File: src/design/odc_consts.svh
`ifndef ODC_CONSTS_SVH
`define ODC_CONSTS_SVH
// Register offset on the device's internal register bus.
`define ODC_DISCHARGE_OFFSET 8'h0F
// Register reset value.
`define ODC_DISCHARGE_RESET 8'h3F
// Field positions.
`define ODC_BIT_BUCK_LOAD 7
`define ODC_BIT_BOOST_LOAD 6
`define ODC_BIT_LIN_LO 2
`define ODC_BIT_STEP_UP_DIS 1
`define ODC_BIT_STEP_DOWN_DIS 0
`endif

File: src/design/odc_pkg.sv
`include "odc_consts.svh"
package odc_pkg;
    // Register write request from the register file.
    typedef struct packed {
        logic wr_en;
        logic [7:0] addr;
        logic [7:0] wdata;
    } odc_wr_t;
    // Per-regulator disable causes.
    typedef struct packed {
        logic enable_bit;
        logic seq_shutdown;
        logic over_voltage_event;
    } odc_cause_t;
    // Two-bit state of one discharge channel; RUN and IDLE codes differ in both bits.
    typedef enum logic [1:0] {
        ODC_RUN = 2'h0,
        ODC_DISCH = 2'h1,
        ODC_IDLE = 2'h3
    } odc_state_t;
endpackage : odc_pkg

File: src/design/odc_chan.sv
`include "odc_consts.svh"
module odc_chan
    import odc_pkg::*;
(
    // Clock and reset.
    input wire logic clk,
    input wire logic rst,
    // Discharge allowed and regulator disable request.
    input wire logic dis_en,
    input wire logic disabled,
    // Pull-down enable, registered.
    output logic pull_down
);
    // Channel state register.
    odc_state_t state_q;
    odc_state_t state_d;
    logic pd_d;

    // A disabled regulator discharges only when allowed; running one never does.
    always_comb begin
        state_d = state_q;
        case (state_q)
            ODC_RUN: begin
                if (disabled) begin
                    state_d = dis_en ? ODC_DISCH : ODC_IDLE;
                end
            end
            ODC_DISCH: begin
                if (!disabled) begin
                    state_d = ODC_RUN;
                end else if (!dis_en) begin
                    state_d = ODC_IDLE;
                end
            end
            ODC_IDLE: begin
                if (!disabled) begin
                    state_d = ODC_RUN;
                end else if (dis_en) begin
                    state_d = ODC_DISCH;
                end
            end
            default: begin
                state_d = ODC_RUN;
            end
        endcase
        // The output follows the next state so it is itself a flip-flop.
        pd_d = (state_d == ODC_DISCH);
    end

    // Register the state and the output.
    always_ff @(posedge clk) begin
        if (rst) begin
            state_q <= ODC_RUN;
            pull_down <= 1'h0;
        end else begin
            state_q <= state_d;
            pull_down <= pd_d;
        end
    end
endmodule : odc_chan

File: src/design/odc_top.sv
`include "odc_consts.svh"
module odc_top
    import odc_pkg::*;
#(
    parameter int NUM_LIN = 4
) (
    // Clock and reset.
    input wire logic clk,
    input wire logic rst,
    // Internal register port.
    input wire odc_wr_t wr,
    input wire logic [7:0] rd_addr,
    output logic [7:0] rd_data,
    // Hardware enable pin and boost enable pin.
    input wire logic hardware_enable_pin,
    input wire logic step_up_enable_pin,
    // Regulator causes: linear regulators, boost, buck.
    input wire odc_cause_t [NUM_LIN-1:0] lin_cause,
    input wire odc_cause_t step_up_cause,
    input wire odc_cause_t step_down_cause,
    // Operating mode of the switchers.
    input wire logic step_down_pulse_frequency_mode,
    input wire logic step_up_pulse_frequency_mode,
    // Load and pull-down controls, registered.
    output logic step_down_load_on,
    output logic step_up_load_on,
    output logic [NUM_LIN-1:0] linreg_pull_down,
    output logic step_up_pull_down,
    output logic step_down_pull_down
);
    // This block keeps the discharge control register and turns its bits into the enables of
    // the internal loads and of the active-discharge pull-downs on the six regulator outputs.
    // Every output is a flop, so a change of a bit or of a cause shows up one edge later.
    // The pull-downs are levels: they stand while a regulator is off and its discharge is allowed,
    // and they fall on the edge after the regulator runs again.
    // No output voltage is watched here; the block trusts the causes that it is handed.

    // Control register as it stands after the last accepted write.
    logic [7:0] ctrl_q;
    // Value the control register takes at the next edge.
    logic [7:0] ctrl_d;
    // Write strobe that names the control register.
    logic ctrl_hit;
    // Read data as they will be registered at the next edge.
    logic [7:0] rd_d;

    // Field view of the two load bits.
    logic step_down_load_sel;
    logic step_up_load_sel;
    // Next values of the two internal load controls.
    logic step_down_load_d;
    logic step_up_load_d;

    // Field view of the discharge allow bits.
    logic [NUM_LIN-1:0] linreg_discharge_en;
    logic step_up_discharge_en;
    logic step_down_discharge_en;

    // Individual disable triggers of the buck.
    logic step_down_pin_off;
    logic step_down_bit_off;
    logic step_down_seq_off;
    logic step_down_ov_off;

    // Individual disable triggers of the boost.
    logic step_up_pin_off;
    logic step_up_bit_off;
    logic step_up_ov_off;

    // Individual disable triggers of the linear regulators.
    logic [NUM_LIN-1:0] lin_pin_off;
    logic [NUM_LIN-1:0] lin_bit_off;
    logic [NUM_LIN-1:0] lin_seq_off;
    logic [NUM_LIN-1:0] lin_ov_off;

    // Combined disable request of every regulator.
    logic [NUM_LIN-1:0] lin_off;
    logic step_up_off;
    logic step_down_off;

    // Write decode: only a strobe that names this register's offset changes it.
    // Writes to other offsets are dropped silently, as other blocks own those addresses.
    always_comb begin
        ctrl_hit = wr.wr_en && (wr.addr == `ODC_DISCHARGE_OFFSET);
        // Hold the stored value unless the strobe hits.
        ctrl_d = ctrl_q;
        if (ctrl_hit) begin
            // All eight bits are writable; none is reserved.
            ctrl_d = wr.wdata;
        end
    end

    // Control register; the reset value allows every discharge path and removes both loads.
    always_ff @(posedge clk) begin
        if (rst) begin
            ctrl_q <= `ODC_DISCHARGE_RESET;
        end else begin
            ctrl_q <= ctrl_d;
        end
    end

    // Read decode: the register reads back as stored, every other offset reads zero.
    // A zero read does not tell the reader that an offset is unmapped; that is left to the bus.
    // The read path has no side effects, so reading never disturbs a discharge in progress.
    always_comb begin
        rd_d = 8'h00;
        if (rd_addr == `ODC_DISCHARGE_OFFSET) begin
            rd_d = ctrl_q;
        end
    end

    // Read data register; a read address is answered one edge later.
    always_ff @(posedge clk) begin
        if (rst) begin
            rd_data <= 8'h00;
        end else begin
            rd_data <= rd_d;
        end
    end

    // Buck load bit.
    assign step_down_load_sel = ctrl_q[`ODC_BIT_BUCK_LOAD];
    // Boost load bit.
    assign step_up_load_sel = ctrl_q[`ODC_BIT_BOOST_LOAD];
    // Boost discharge allow bit.
    assign step_up_discharge_en = ctrl_q[`ODC_BIT_STEP_UP_DIS];
    // Buck discharge allow bit.
    assign step_down_discharge_en = ctrl_q[`ODC_BIT_STEP_DOWN_DIS];

    // Internal loads: the load bit alone does nothing, the switcher must run in pulse-frequency mode too.
    // Leaving that mode removes the load at the next edge, without waiting for software.
    always_comb begin
        // Default: both loads removed.
        step_down_load_d = 1'h0;
        step_up_load_d = 1'h0;
        // Buck load.
        if (step_down_load_sel && step_down_pulse_frequency_mode) begin
            step_down_load_d = 1'h1;
        end
        // Boost load.
        if (step_up_load_sel && step_up_pulse_frequency_mode) begin
            step_up_load_d = 1'h1;
        end
    end

    // Load control flops; both loads are off while reset is held.
    // Each load control is a flop so that the switch it drives never sees a combinational glitch.
    always_ff @(posedge clk) begin
        if (rst) begin
            step_down_load_on <= 1'h0;
            step_up_load_on <= 1'h0;
        end else begin
            step_down_load_on <= step_down_load_d;
            step_up_load_on <= step_up_load_d;
        end
    end

    // Buck disable triggers, each kept apart so a probe can tell which one fired.
    // The hardware enable pin turns the buck off when it is low.
    assign step_down_pin_off = !hardware_enable_pin;
    // A cleared enable bit turns it off by software.
    assign step_down_bit_off = !step_down_cause.enable_bit;
    // The sequencer may take it down in a shutdown sequence.
    assign step_down_seq_off = step_down_cause.seq_shutdown;
    // An over-voltage event shuts it down as a fault.
    assign step_down_ov_off = step_down_cause.over_voltage_event;
    // Any one trigger is enough to ask for the buck discharge.
    assign step_down_off = step_down_pin_off || step_down_bit_off ||
                           step_down_seq_off || step_down_ov_off;

    // Boost disable triggers: its own enable pin, not the hardware enable pin.
    // The boost enable pin turns the boost off when it is low.
    assign step_up_pin_off = !step_up_enable_pin;
    // A cleared enable bit turns it off by software.
    assign step_up_bit_off = !step_up_cause.enable_bit;
    // An over-voltage event shuts it down as a fault.
    assign step_up_ov_off = step_up_cause.over_voltage_event;
    // A sequenced shutdown is not a boost trigger, so its seq_shutdown field stays unread.
    assign step_up_off = step_up_pin_off || step_up_bit_off || step_up_ov_off;

    // One channel per linear regulator; regulator one sits at the lowest linear field.
    // A count above four would reach into the load bits, so NUM_LIN is only sensible up to four.
    for (genvar i = 0; i < NUM_LIN; i++) begin : g_lin
        // Discharge allow bit of this regulator.
        assign linreg_discharge_en[i] = ctrl_q[`ODC_BIT_LIN_LO + i];
        // Triggers: the hardware pin is shared with the buck, the rest are per regulator.
        assign lin_pin_off[i] = !hardware_enable_pin;
        assign lin_bit_off[i] = !lin_cause[i].enable_bit;
        assign lin_seq_off[i] = lin_cause[i].seq_shutdown;
        assign lin_ov_off[i] = lin_cause[i].over_voltage_event;
        // Any one trigger is enough to ask for this regulator's discharge.
        assign lin_off[i] = lin_pin_off[i] || lin_bit_off[i] ||
                            lin_seq_off[i] || lin_ov_off[i];
        // Pull-down channel; it gates the request with the allow bit and registers the result.
        // The channel releases the pull-down on the edge after the regulator runs again.
        odc_chan u_chan (
            .clk(clk),
            .rst(rst),
            .dis_en(linreg_discharge_en[i]),
            .disabled(lin_off[i]),
            .pull_down(linreg_pull_down[i])
        );
    end

    // Boost pull-down channel; it never sees a sequenced shutdown.
    // Its allow bit is bit 1 of the register.
    odc_chan u_up (
        .clk(clk),
        .rst(rst),
        .dis_en(step_up_discharge_en),
        .disabled(step_up_off),
        .pull_down(step_up_pull_down)
    );

    // Buck pull-down channel.
    // Its allow bit is bit 0, the lowest field of the register.
    odc_chan u_down (
        .clk(clk),
        .rst(rst),
        .dis_en(step_down_discharge_en),
        .disabled(step_down_off),
        .pull_down(step_down_pull_down)
    );
endmodule : odc_top

File: config.mk
export PLATFORM = sky130hd
export DESIGN_NAME = odc_top
export DESIGN_NICKNAME = d
export VERILOG_FILES = /design/src/design/odc_pkg.sv /design/src/design/odc_chan.sv /design/src/design/odc_top.sv
export VERILOG_INCLUDE_DIRS = /design/src /design/src/design
export SDC_FILE = /design/constraint.sdc
export NUM_CORES = 1
export LEC_CHECK = 0
export BUFFER_PORTS_ARGS = -buffer_cell sky130_fd_sc_hd__buf_2
export CAP_MARGIN = 20
export CORE_ASPECT_RATIO = 1.2
export CORE_UTILIZATION = 46
export DETAILED_ROUTE_END_ITERATION = 10
export PLACE_DENSITY = 0.8
export SETUP_SLACK_MARGIN = 0.3
export SLEW_MARGIN = 30
export SYNTH_ARGS = -nofsm -noshare
export SYNTH_HDL_FRONTEND = slang
export SYNTH_HIERARCHICAL = 1
export SYNTH_SLANG_ARGS = --single-unit
File: constraint.sdc
create_clock -name clk -period 1.5 [get_ports clk]
set_input_delay 0.225 -clock clk [delete_from_list [all_inputs] [get_ports clk]]
set_output_delay 0.225 -clock clk [all_outputs]
set_load 0.02 [all_outputs]
==> reports/qor.csv, run 1 <==
metric,value,unit
finalSetupViolCount,0,
crit_fanout,8,
antenna_found_initial,0,
die_area,3362,µm²
crit_type,in -> reg,
ir_worst_vdd,0.0006482,V
worstPathCellList,"buf_2, or4b_4, nor4_4, buf_4, and2_1",
min_path_cells,3,
critical_path_required,1.78,ns
routabilityCongestion,0.6583,
cts_tree,yes,
crit_path_top_delay_cell,or4b_4,
worstMarginPinSlew,0.3104,ns
finalPower,1678,µW
clk_path_buf_depth,2,
ys_seq_elements,36,
outcome,"finished, final reports clean",
min_period,1.157,ns
cp.arrival,1.44,ns
area_delta_synth_final,30.56,%
viasPerCell,4.941,
reg2reg_depth,1,
grt_max_degree,25,
cts-buffers-inserted,5,
synth_top_area_cell,dfxtp_1,
drt_pass1_iterations,3,
num_rows,21,
syn_nets,164,
synth_area_leaders,"dfxtp_1 50%, nor4bb_4 10%, nor4b_2 6.3%",
grt_pass1_wl,4.271,mm
drc,0,
synth_cell_type_count,18,
syn_inst,115,
die_w,53.10,µm
htree_levels,2,
path_clk_slew,0.10,ns
worst_skew_pair.late_latency,0.33,ns
r2r_setup_slack,0.70,ns
drtAntennaViolNets,0,
avgSynthCellArea,12.53,µm²
ios,65,
synth_top_area_share,50.00,%
rr_startpoint,ctrl_q[0]$_SDFFE_PP1P_,
most-common-layout-cells,"63 x buf_2, 36 x dfxtp_1, 19 x nor2_1",
slew-limit-headroom,79.31,%
period_share,77.10,%
cts_sinks,36,
overflow,0,
port_buffers,63,
place_ws,-0.03663,ns
max_clock_freq,864.7,MHz
finalMaxSlewViolations,0,
r2r-end,u_down/pull_down$_SDFF_PP0_,
core_area,2890,µm²
ctsRootBufferMaster,clkbuf_4,
skew,0.006403,ns
yosys_warnings,6,
antennaDiodeCount,0,
cts.repair.resized,0,
layout.nets,236,
slowest_delay,0.54,ns
wl_per_cell,11.90,µm
drv_cap,0,
start_kind,input pin,
holdPathEnd,step_down_load_on$_SDFF_PP0_,
syn_area,1441,µm²
end_kind,flop,
worst_slack,0.3435,ns
finalHoldViolations,0,
power-per-cell-area,891.8,nW/µm²
leakage,0.0008379,µW
die_h,63.32,µm
synth_seq_area_share,50.00,%
grt_usage,17.80,%
drt_iter0_drc,12,
start_util,49.87,%
rsz0062_at_grt,no,
num_vias,1097,
layout-drive-gt1-share,51.06,%
routed_wl,2.642,mm
hold_path_class,in -> reg,
hold_path.startpoint,step_down_pulse_frequency_mode,
layout_commonest_cell,buf_2,
first_global_vias,1074,
[final cells by class]
type	instances	area (µm²)
fill	251	1008
multi-input combinational	76	708.2
inverter	1	3.754
clock buffer	6	51.30
timing repair buffer	67	345.3
sequential	36	720.7
tap	34	42.54
clock inverter	2	10.01
[flip-flops by register name, summed over array words and instances, names as in the netlist]
| register | cells |
|---|---|
| ctrl_q | 8 |
| g_lin.u_chan/pull_down | 4 |
| g_lin.u_chan/state_q | 8 |
| rd_data | 8 |
| step_down_load_on | 1 |
| step_up_load_on | 1 |
| u_down/pull_down | 1 |
| u_down/state_q | 2 |
| u_up/pull_down | 1 |
| u_up/state_q | 2 |
[power by group]
part           switching (µW)  internal, µW  leakage [µW]
logic                    75.0          93.7      0.000505
registers                10.9           977      0.000295
clock network             299           223     0.0000380
total                     384          1290      0.000838
[logic make-up after synthesis]
group	synth area share (%)
buffers and inverters	0.8672
multiplexers	5.556
AND/OR/NAND/NOR	43.58
flip-flops	50.00
[worst max-delay path by stage]
stage	start	endpoint	slack, ns	cells after the start
floorplan	rd_addr[5]	rd_data[0]$_SDFF_PP0_	0.24	3
global placement	rd_addr[5]	rd_data[5]$_SDFF_PP0_	0.01	4
detailed placement	rd_addr[5]	rd_data[6]$_SDFF_PP0_	-0.04	4
CTS	rd_addr[5]	rd_data[0]$_SDFF_PP0_	0.32	4
global route	rd_addr[5]	rd_data[0]$_SDFF_PP0_	0.30	5
finish	rd_addr[5]	rd_data[0]$_SDFF_PP0_	0.34	5
[Yosys cell counts]
cell type,number
dfxtp_1,36
nor2_1,19
and2_1,8
mux2i_1,8
nand3_1,6
nor2b_4,6
nor3b_1,6
nor4b_2,6
nor4bb_4,6
nand2b_1,4
nand3b_1,2
nor4_4,2
buf_1,1
buf_2,1
inv_1,1
nand2_1,1
nand4b_1,1
or4b_4,1
[metrics by stage]
stage                     util, %  std cells  cell area (µm²)  TNS (ns)  hold slack (ns)
after global placement      62.73        213             1813         0           0.4311
after floorplan                 -        115             1441         0           0.2955
final                       65.11        222             1882         0          0.09765
after global routing        65.11        222             1882         0          0.07295
after detailed placement    62.73        213             1813   -0.2228           0.4409
after CTS                   64.85        221             1874         0          0.08243
[layer usage]
layer / GRT usage, % / share of wire, % / vias to the layer above
li1: - / - / 545
met1: 17.19 / 37 / 495
met2: 31.96 / 52 / 55
met3: 8.213 / 9.8 / 2
met4: 5.921 / 0.45 / 0
met5: 0 / 0 / -
[critical path: cells and delay by family]
family | cells | cell delay, ns
simple gates | 3 | 0.93
buf+inv | 2 | 0.28
[timing repair]
| action | 4_1_cts | 5_1_grt |
|---|---|---|
| hold buffers | 0 | 0 |
| setup endpoints to repair | 0 | 8 |
| hold endpoints to repair | 0 | 0 |
| buffers inserted | 0 | 1 |
(Power assumes the default switching activity.)
==> inputs of run 2 (changes only) <==
--- a/config.mk
+++ b/config.mk
@@ -6,10 +6,11 @@
 export SDC_FILE = /design/constraint.sdc
 export NUM_CORES = 1
 export LEC_CHECK = 0
+export ABC_AREA = 1
 export BUFFER_PORTS_ARGS = -buffer_cell sky130_fd_sc_hd__buf_2
 export CAP_MARGIN = 20
 export CORE_ASPECT_RATIO = 1.2
-export CORE_UTILIZATION = 46
+export CORE_UTILIZATION = 45
 export DETAILED_ROUTE_END_ITERATION = 10
 export PLACE_DENSITY = 0.8
 export SETUP_SLACK_MARGIN = 0.3
==> constraint.sdc (replaced) <==
create_clock -name clk -period 1.1 [get_ports clk]
set_input_delay 0.165 -clock clk [delete_from_list [all_inputs] [get_ports clk]]
set_output_delay 0.165 -clock clk [all_outputs]
set_load 0.02 [all_outputs]
==> run 2 against run 1 <==
Combinational power rose by 56%. Count of clock-buffer cells in the layout did not move. Synthesized cell count rose by 43%. First-iteration DRC count rose by 17%. Highest routed layer unchanged. Utilization rose by 4.3 points.
==> reports/qor.csv, run 2 <==
metric,value,unit,change
outcome,"finished, final reports clean",,
drtAntennaViolNets,0,,unchanged
grt_pass1_wl,4.422,mm,+3.5%
synth_area_leaders,"dfxtp_1 52%, inv_1 7.8%, nor2_1 7.2%",,
tns,0,ns,unchanged
die_area,3336,µm²,-0.77%
cp.arrival,0.81,ns,-0.63 ns
start_kind,flop,,
synth_top_area_share,51.52,%,+1.5 points
hold_path_class,in -> reg,,
drc,0,,unchanged
synth_mux_area_share,0,%,-5.6 points
period_share,88.97,%,
crit_buf_inv,1,,-1
path_clk_slew,0.10,ns,about the same
start_util,48.84,%,-1.0 points
max_clock_freq,1022,MHz,
yosys_warnings,6,,unchanged
skew,0.006272,ns,-0.0001313 ns
synth_top_family_by_area,simple AND/OR/NAND/NOR gates,,
most-common-layout-cells,"47 x buf_2, 29 x inv_1, 27 x nor2_1",,
die_w,52.90,µm,-0.39%
slew-limit-headroom,83.56,%,+4.3 points
routabilityCongestion,0.6603,,+0.30%
num_vias,1241,,+13%
dp_hpwl,2.035,mm,
worst_skew_pair.late_latency,0.35,ns,+0.02 ns
leakage,0.001101,µW,+31%
holdPathEnd,ctrl_q[4]$_SDFFE_PP1P_,,
crit_path_top_delay_cell,dfxtp_2,,
grt_max_degree,12,,-52%
antenna_found_initial,0,,unchanged
avgSynthCellArea,8.530,µm²,-32%
drv_cap,0,,unchanged
first_global_vias,1124,,+4.7%
layout-drive-gt1-share,50.63,%,-0.44 points
postCtsSetupBuffers,0,,unchanged
drt_iter0_drc,14,,+2
critical_path_required,0.94,ns,-0.84 ns
crit_type,reg -> out,,
timing.hold.ws,0.01843,ns,-0.07923 ns
rr_startpoint,ctrl_q[4]$_SDFFE_PP1P_,,
power-per-cell-area,1264,nW/µm²,+42%
yosys-top-cells-count,"36 x dfxtp_1, 29 x inv_1, 27 x nor2_1, 25 x nand2_1, 11 x nand3_1",,
worstMarginPinSlew,0.2458,ns,-0.06463 ns
layout.nets,287,,+22%
synth_seq_area_share,51.52,%,+1.5 points
synth_compound_area_share,0,%,unchanged
rsz0062_at_grt,yes,,
finalMaxSlewViolations,0,,unchanged
hold_path.startpoint,wr[4],,
clk_path_buf_depth,2,,unchanged
yosysMostFrequentCell,dfxtp_1,,
synth-xor-area-share,0,%,unchanged
synth_cell_type_count,15,,-3
cts_tree,yes,,
synthAdderAreaFrac,0,%,unchanged
largestRegisters,"ctrl_q x8, g_lin.u_chan/state_q x8, rd_data x8",,
drt_pass1_iterations,4,,+1
htree_levels,2,,unchanged
worstPathCellList,buf_6,,
overflow,0,,unchanged
ir_worst_vdd,0.001053,V,+62%
ios,65,,unchanged
synth_edf_count,0,,unchanged
antennaDiodeCount,0,,unchanged
critPathTopFamily,flip-flops,,
die_h,63.08,µm,-0.39%
ys_seq_elements,36,,unchanged
cts_sinks,36,,unchanged
routed_wl,2.746,mm,+3.9%
synth_top_area_cell,dfxtp_1,,
num_rows,21,,unchanged
wl_per_cell,10.06,µm,-15%
min_period,0.9786,ns,
area_delta_synth_final,42.13,%,
reg2reg_depth,1,,unchanged
slowest_delay,0.35,ns,-0.19 ns
grt_usage,18.74,%,+0.94 points
syn_area,1399,µm²,-3.0%
end_kind,output pin,,
viasPerCell,4.546,,-8.0%
crit_fanout,1,,-7
core_area,2864,µm²,-0.91%
finalSetupViolCount,0,,unchanged
min_path_cells,3,,unchanged
syn_inst,164,,+43%
cts-buffers-inserted,5,,unchanged
r2r_setup_slack,0.46,ns,-0.24 ns
ctsRootBufferMaster,clkbuf_4,,
r2r-end,rd_data[4]$_SDFF_PP0_,,
synth-simple-area-share,39.45,%,-4.1 points
port_buffers,63,,unchanged
synthFlopType,dfxtp_1,,
layout_commonest_cell,buf_2,,
finalHoldViolations,0,,unchanged
synth-async-reset-ratio,0,%,unchanged
syn_nets,213,,+30%
==> run 2: what timing repair did <==
| action | in CTS | in global routing |
|---|---|---|
| hold buffers | 2 | 0 |
| hold endpoints to repair | 2 | 0 |
| resized for setup | 48 | 0 |
| setup endpoints to repair | 16 | 16 |
==> run 2: metal layers <==
layer	global-route usage, %	up-vias	wire, µm
met5	0	-	0
met4	11.84	0	43
li1	-	638	-
met3	4.348	6	213
met1	18.45	538	999
met2	33.39	59	1489
==> run 2: kinds of logic (layout without fill, tap and decap cells) <==
group | Yosys count | after routing
and+or+nand+nor | 95 | 95
DFF | 36 | 36
buffers and inverters | 33 | 108
==> run 2: worst max path at each step <==
stage,slack [ns],to,from,cells past startpoint
global route,0.09,rd_data[1],rd_data[1]$_SDFF_PP0_,1
detailed placement,0.15,ctrl_q[1]$_SDFFE_PP1P_,wr[14],7
global placement,0.17,ctrl_q[3]$_SDFFE_PP1P_,wr[12],5
floorplan,0.35,ctrl_q[0]$_SDFFE_PP1P_,wr[11],5
finish,0.12,rd_data[1],rd_data[1]$_SDFF_PP0_,1
CTS,0.12,rd_data[3],rd_data[3]$_SDFF_PP0_,1
==> run 2: layout make-up <==
cell class | instances | area (µm²)
multi-input cells | 95 | 551.8
repair buffers | 67 | 450.4
well taps | 34 | 42.54
fillers | 244 | 875.8
flip-flops and latches | 36 | 740.7
clock inverters | 2 | 35.03
clock buffers | 6 | 41.29
inverters | 33 | 126.4
==> run 2: power breakdown <==
part	leakage, µW	switching (µW)	total, µW	internal (µW)
Sequential	0.000300	10.2	1350	1340
Combinational	0.000759	132	263	131
Clock	0.0000422	428	904	476
==> run 2: metrics by stage <==
stage / instance area, µm² / worst slack [ns] / std cells / utilization [%] / power, µW
after detailed placement: 1772 / 0.1512 / 263 / 61.86 / 1613
final: 1988 / 0.1214 / 273 / 69.42 / 2513
after global placement: 1772 / 0.1714 / 263 / 61.86 / 1606
after global routing: 1988 / 0.08731 / 273 / 69.42 / 2625
after CTS: 1988 / 0.1175 / 273 / 69.42 / 2541
after floorplan: 1399 / 0.3482 / 164 / - / 1483
==> inputs of run 3 (changes only) <==
--- a/config.mk
+++ b/config.mk
@@ -10,6 +10,7 @@
 export BUFFER_PORTS_ARGS = -buffer_cell sky130_fd_sc_hd__buf_2
 export CAP_MARGIN = 20
 export CORE_ASPECT_RATIO = 1.2
+export CORE_MARGIN = 2
 export CORE_UTILIZATION = 45
 export DETAILED_ROUTE_END_ITERATION = 10
 export PLACE_DENSITY = 0.8
==> constraint.sdc (replaced) <==
create_clock -name clk -period 1.1 [get_ports clk]
set_input_delay 0.055 -clock clk [delete_from_list [all_inputs] [get_ports clk]]
set_output_delay 0.055 -clock clk [all_outputs]
set_load 0.02 [all_outputs]
==> run 3 against run 2 <==
Sequential share of layout area down 1.5 points. Largest power group unchanged. Combinational power rose by 6%. Non-clock buffer count is 6 higher. Critical path depth did not move. Via count about the same. Design area up 4.1%. Clock skew about the same. Critical endpoint is now rd_data[7]. Global-route usage shrank 1.1 points. Routed wire length grew 4.0%. Hold slack gained 0.030 ns. Utilization decreased by 0.44 points.
==> reports/qor.csv, run 3 (same netlist as run 2, synthesis figures left out) <==
metric,value,unit,change
layout.nets,293,,+2.1%
antenna_found_initial,0,,unchanged
start_kind,flop,,
first_global_vias,1081,,-3.8%
worstPathCellList,buf_6,,
hold_path.startpoint,wr[6],,
htree_levels,2,,unchanged
cp.arrival,0.79,ns,-0.02 ns
fin_util,68.97,%,-0.44 points
p_switching,553.2,µW,-2.9%
seq_power_share,51.0,%,-2.6 points
crit_buf_inv,1,,unchanged
num_rows,22,,+4.8%
crit_fanout,1,,unchanged
crit_path_top_delay_cell,dfxtp_2,,
cts-buffers-inserted,5,,unchanged
critPathTopFamily,flip-flops,,
final_cells,281,,+2.9%
end_kind,output pin,,
port_buffers,63,,unchanged
grt_pass1_wl,4.360,mm,-1.4%
min_period,0.8465,ns,-0.1321 ns
drc,0,,unchanged
critical_path_required,1.04,ns,+0.10 ns
ctsRootBufferMaster,clkbuf_4,,
crit_type,reg -> out,,
drtAntennaViolNets,0,,unchanged
reg2reg_depth,1,,unchanged
clk_path_buf_depth,2,,unchanged
combPwrFrac,10.6,%,about the same
rr_startpoint,ctrl_q[2]$_SDFFE_PP1P_,,
num_vias,1242,,+0.081%
antennaDiodeCount,0,,unchanged
cts_sinks,36,,unchanged
ios,65,,unchanged
min_path_cells,5,,+2
max_clock_freq,1181,MHz,+16%
p_int,2084,µW,+7.3%
routabilityCongestion,0.6398,,-3.1%
layout-drive-gt1-share,49.80,%,-0.83 points
routed_wl,2.856,mm,+4.0%
dp_hpwl,2.062,mm,+1.3%
leakage,0.001136,µW,+3.1%
worstMarginPinSlew,0.2490,ns,+0.003293 ns
most-common-layout-cells,"47 x buf_2, 29 x inv_1, 27 x nor2_1",,
die_h,65.08,µm,+3.2%
finalHoldViolations,0,,unchanged
viasPerCell,4.420,,-2.8%
fill_cells,249,,+2.0%
tns,0,ns,unchanged
slowest_delay,0.34,ns,about the same
area_delta_synth_final,47.94,%,
slew-limit-headroom,83.34,%,-0.22 points
worst_skew_pair.late_latency,0.33,ns,-0.02 ns
largestRegisters,"ctrl_q x8, g_lin.u_chan/state_q x8, rd_data x8",,
postCtsSetupBuffers,0,,unchanged
layout_commonest_cell,buf_2,,
overflow,0,,unchanged
core_area,3000,µm²,+4.8%
ir_worst_vdd,0.0008768,V,-17%
holdPathEnd,ctrl_q[6]$_SDFFE_PP0P_,,
die_w,54.90,µm,+3.8%
path_clk_slew,0.10,ns,about the same
finalSetupViolCount,0,,unchanged
dp_cells,265,,+0.76%
period_share,76.95,%,-12 points
hold_path_class,in -> reg,,
r2r-end,rd_data[2]$_SDFF_PP0_,,
drt_iter0_drc,12,,-2
p_clk_share,38.3,%,+2.3 points
grt_usage,17.69,%,-1.1 points
swShare,20.98,%,-1.7 points
cts_tree,yes,,
r2r_setup_slack,0.44,ns,-0.02 ns
drt_pass1_iterations,4,,unchanged
rsz0062_at_grt,yes,,
start_util,46.62,%,-2.2 points
drv_cap,0,,unchanged
finalPower,2637,µW,+5.0%
power-per-cell-area,1274,nW/µm²,+0.83%
die_area,3572,µm²,+7.1%
finalMaxSlewViolations,0,,unchanged
skew,0.006477,ns,+0.0002052 ns
outcome,"finished, final reports clean",,
grt_max_degree,12,,unchanged
wl_per_cell,10.16,µm,+1.0%
[run 3: cell count changes in the layout (fill, tap and decap cells not counted)]
cell,before,now
dlygate4sd3_1,2,8
clkbuf_8,0,2
clkbuf_1,1,0
clkinv_2,1,0
[run 3: layout make-up]
cell class                      instances  area, µm²  area share, %
Multi-Input combinational cell         95      551.8          26.66
Tap cell                               36      45.04          2.177
Sequential cell                        36      740.7          35.79
Timing Repair Buffer                   73      510.5          24.67
Clock inverter                          1      30.03          1.451
Inverter                               33      126.4          6.106
Clock buffer                            7      65.06          3.144
[run 3: timing repair]
| action | in CTS | in global routing |
|---|---|---|
| hold buffers | 8 | 0 |
| pin swaps | 0 | 0 |
| gates resized for setup | 48 | 0 |
| setup endpoints to repair | 16 | 16 |
| hold endpoints to repair | 8 | 0 |
[run 3: power groups by stage]
| stage | Combinational [µW] | Sequential (µW) | Clock [µW] |
|---|---|---|---|
| floorplan | 93.2 | 1390 | 0 |
| global placement | 237 | 1370 | 0 |
| detailed placement | 242 | 1370 | 0 |
| CTS | 282 | 1350 | 1030 |
| global route | 312 | 1350 | 1100 |
| finish | 280 | 1350 | 1010 |
[run 3: through the flow]
step                area, µm²  setup WS [ns]  hold slack (ns)
floorplan                1399         0.4582           0.1266
global placement         1774         0.2510           0.2526
detailed placement       1774         0.2082           0.2601
CTS                      2069         0.2418          0.04489
global route             2069         0.2090          0.07207
finish                   2069         0.2535          0.04888
[run 3: worst max-delay path by stage]
| stage | from | slack [ns] | endpoint | cells after the start |
|---|---|---|---|---|
| CTS | rd_data[3]$_SDFF_PP0_ | 0.24 | rd_data[3] | 1 |
| detailed placement | wr[14] | 0.21 | ctrl_q[4]$_SDFFE_PP1P_ | 7 |
| global route | rd_data[3]$_SDFF_PP0_ | 0.21 | rd_data[3] | 1 |
| floorplan | wr[11] | 0.46 | ctrl_q[0]$_SDFFE_PP1P_ | 5 |
| finish | rd_data[7]$_SDFF_PP0_ | 0.25 | rd_data[7] | 1 |
| global placement | wr[14] | 0.25 | ctrl_q[0]$_SDFFE_PP1P_ | 7 |
[run 3: routing by layer]
layer  share of wire [%]  vias to the layer above  track usage [%]
met2                  55                       44            31.85
met5                   0                        -                0
met4                 1.5                        0            7.317
li1                    -                      651                -
met1                  37                      542            17.42
met3                 6.9                        5            6.221
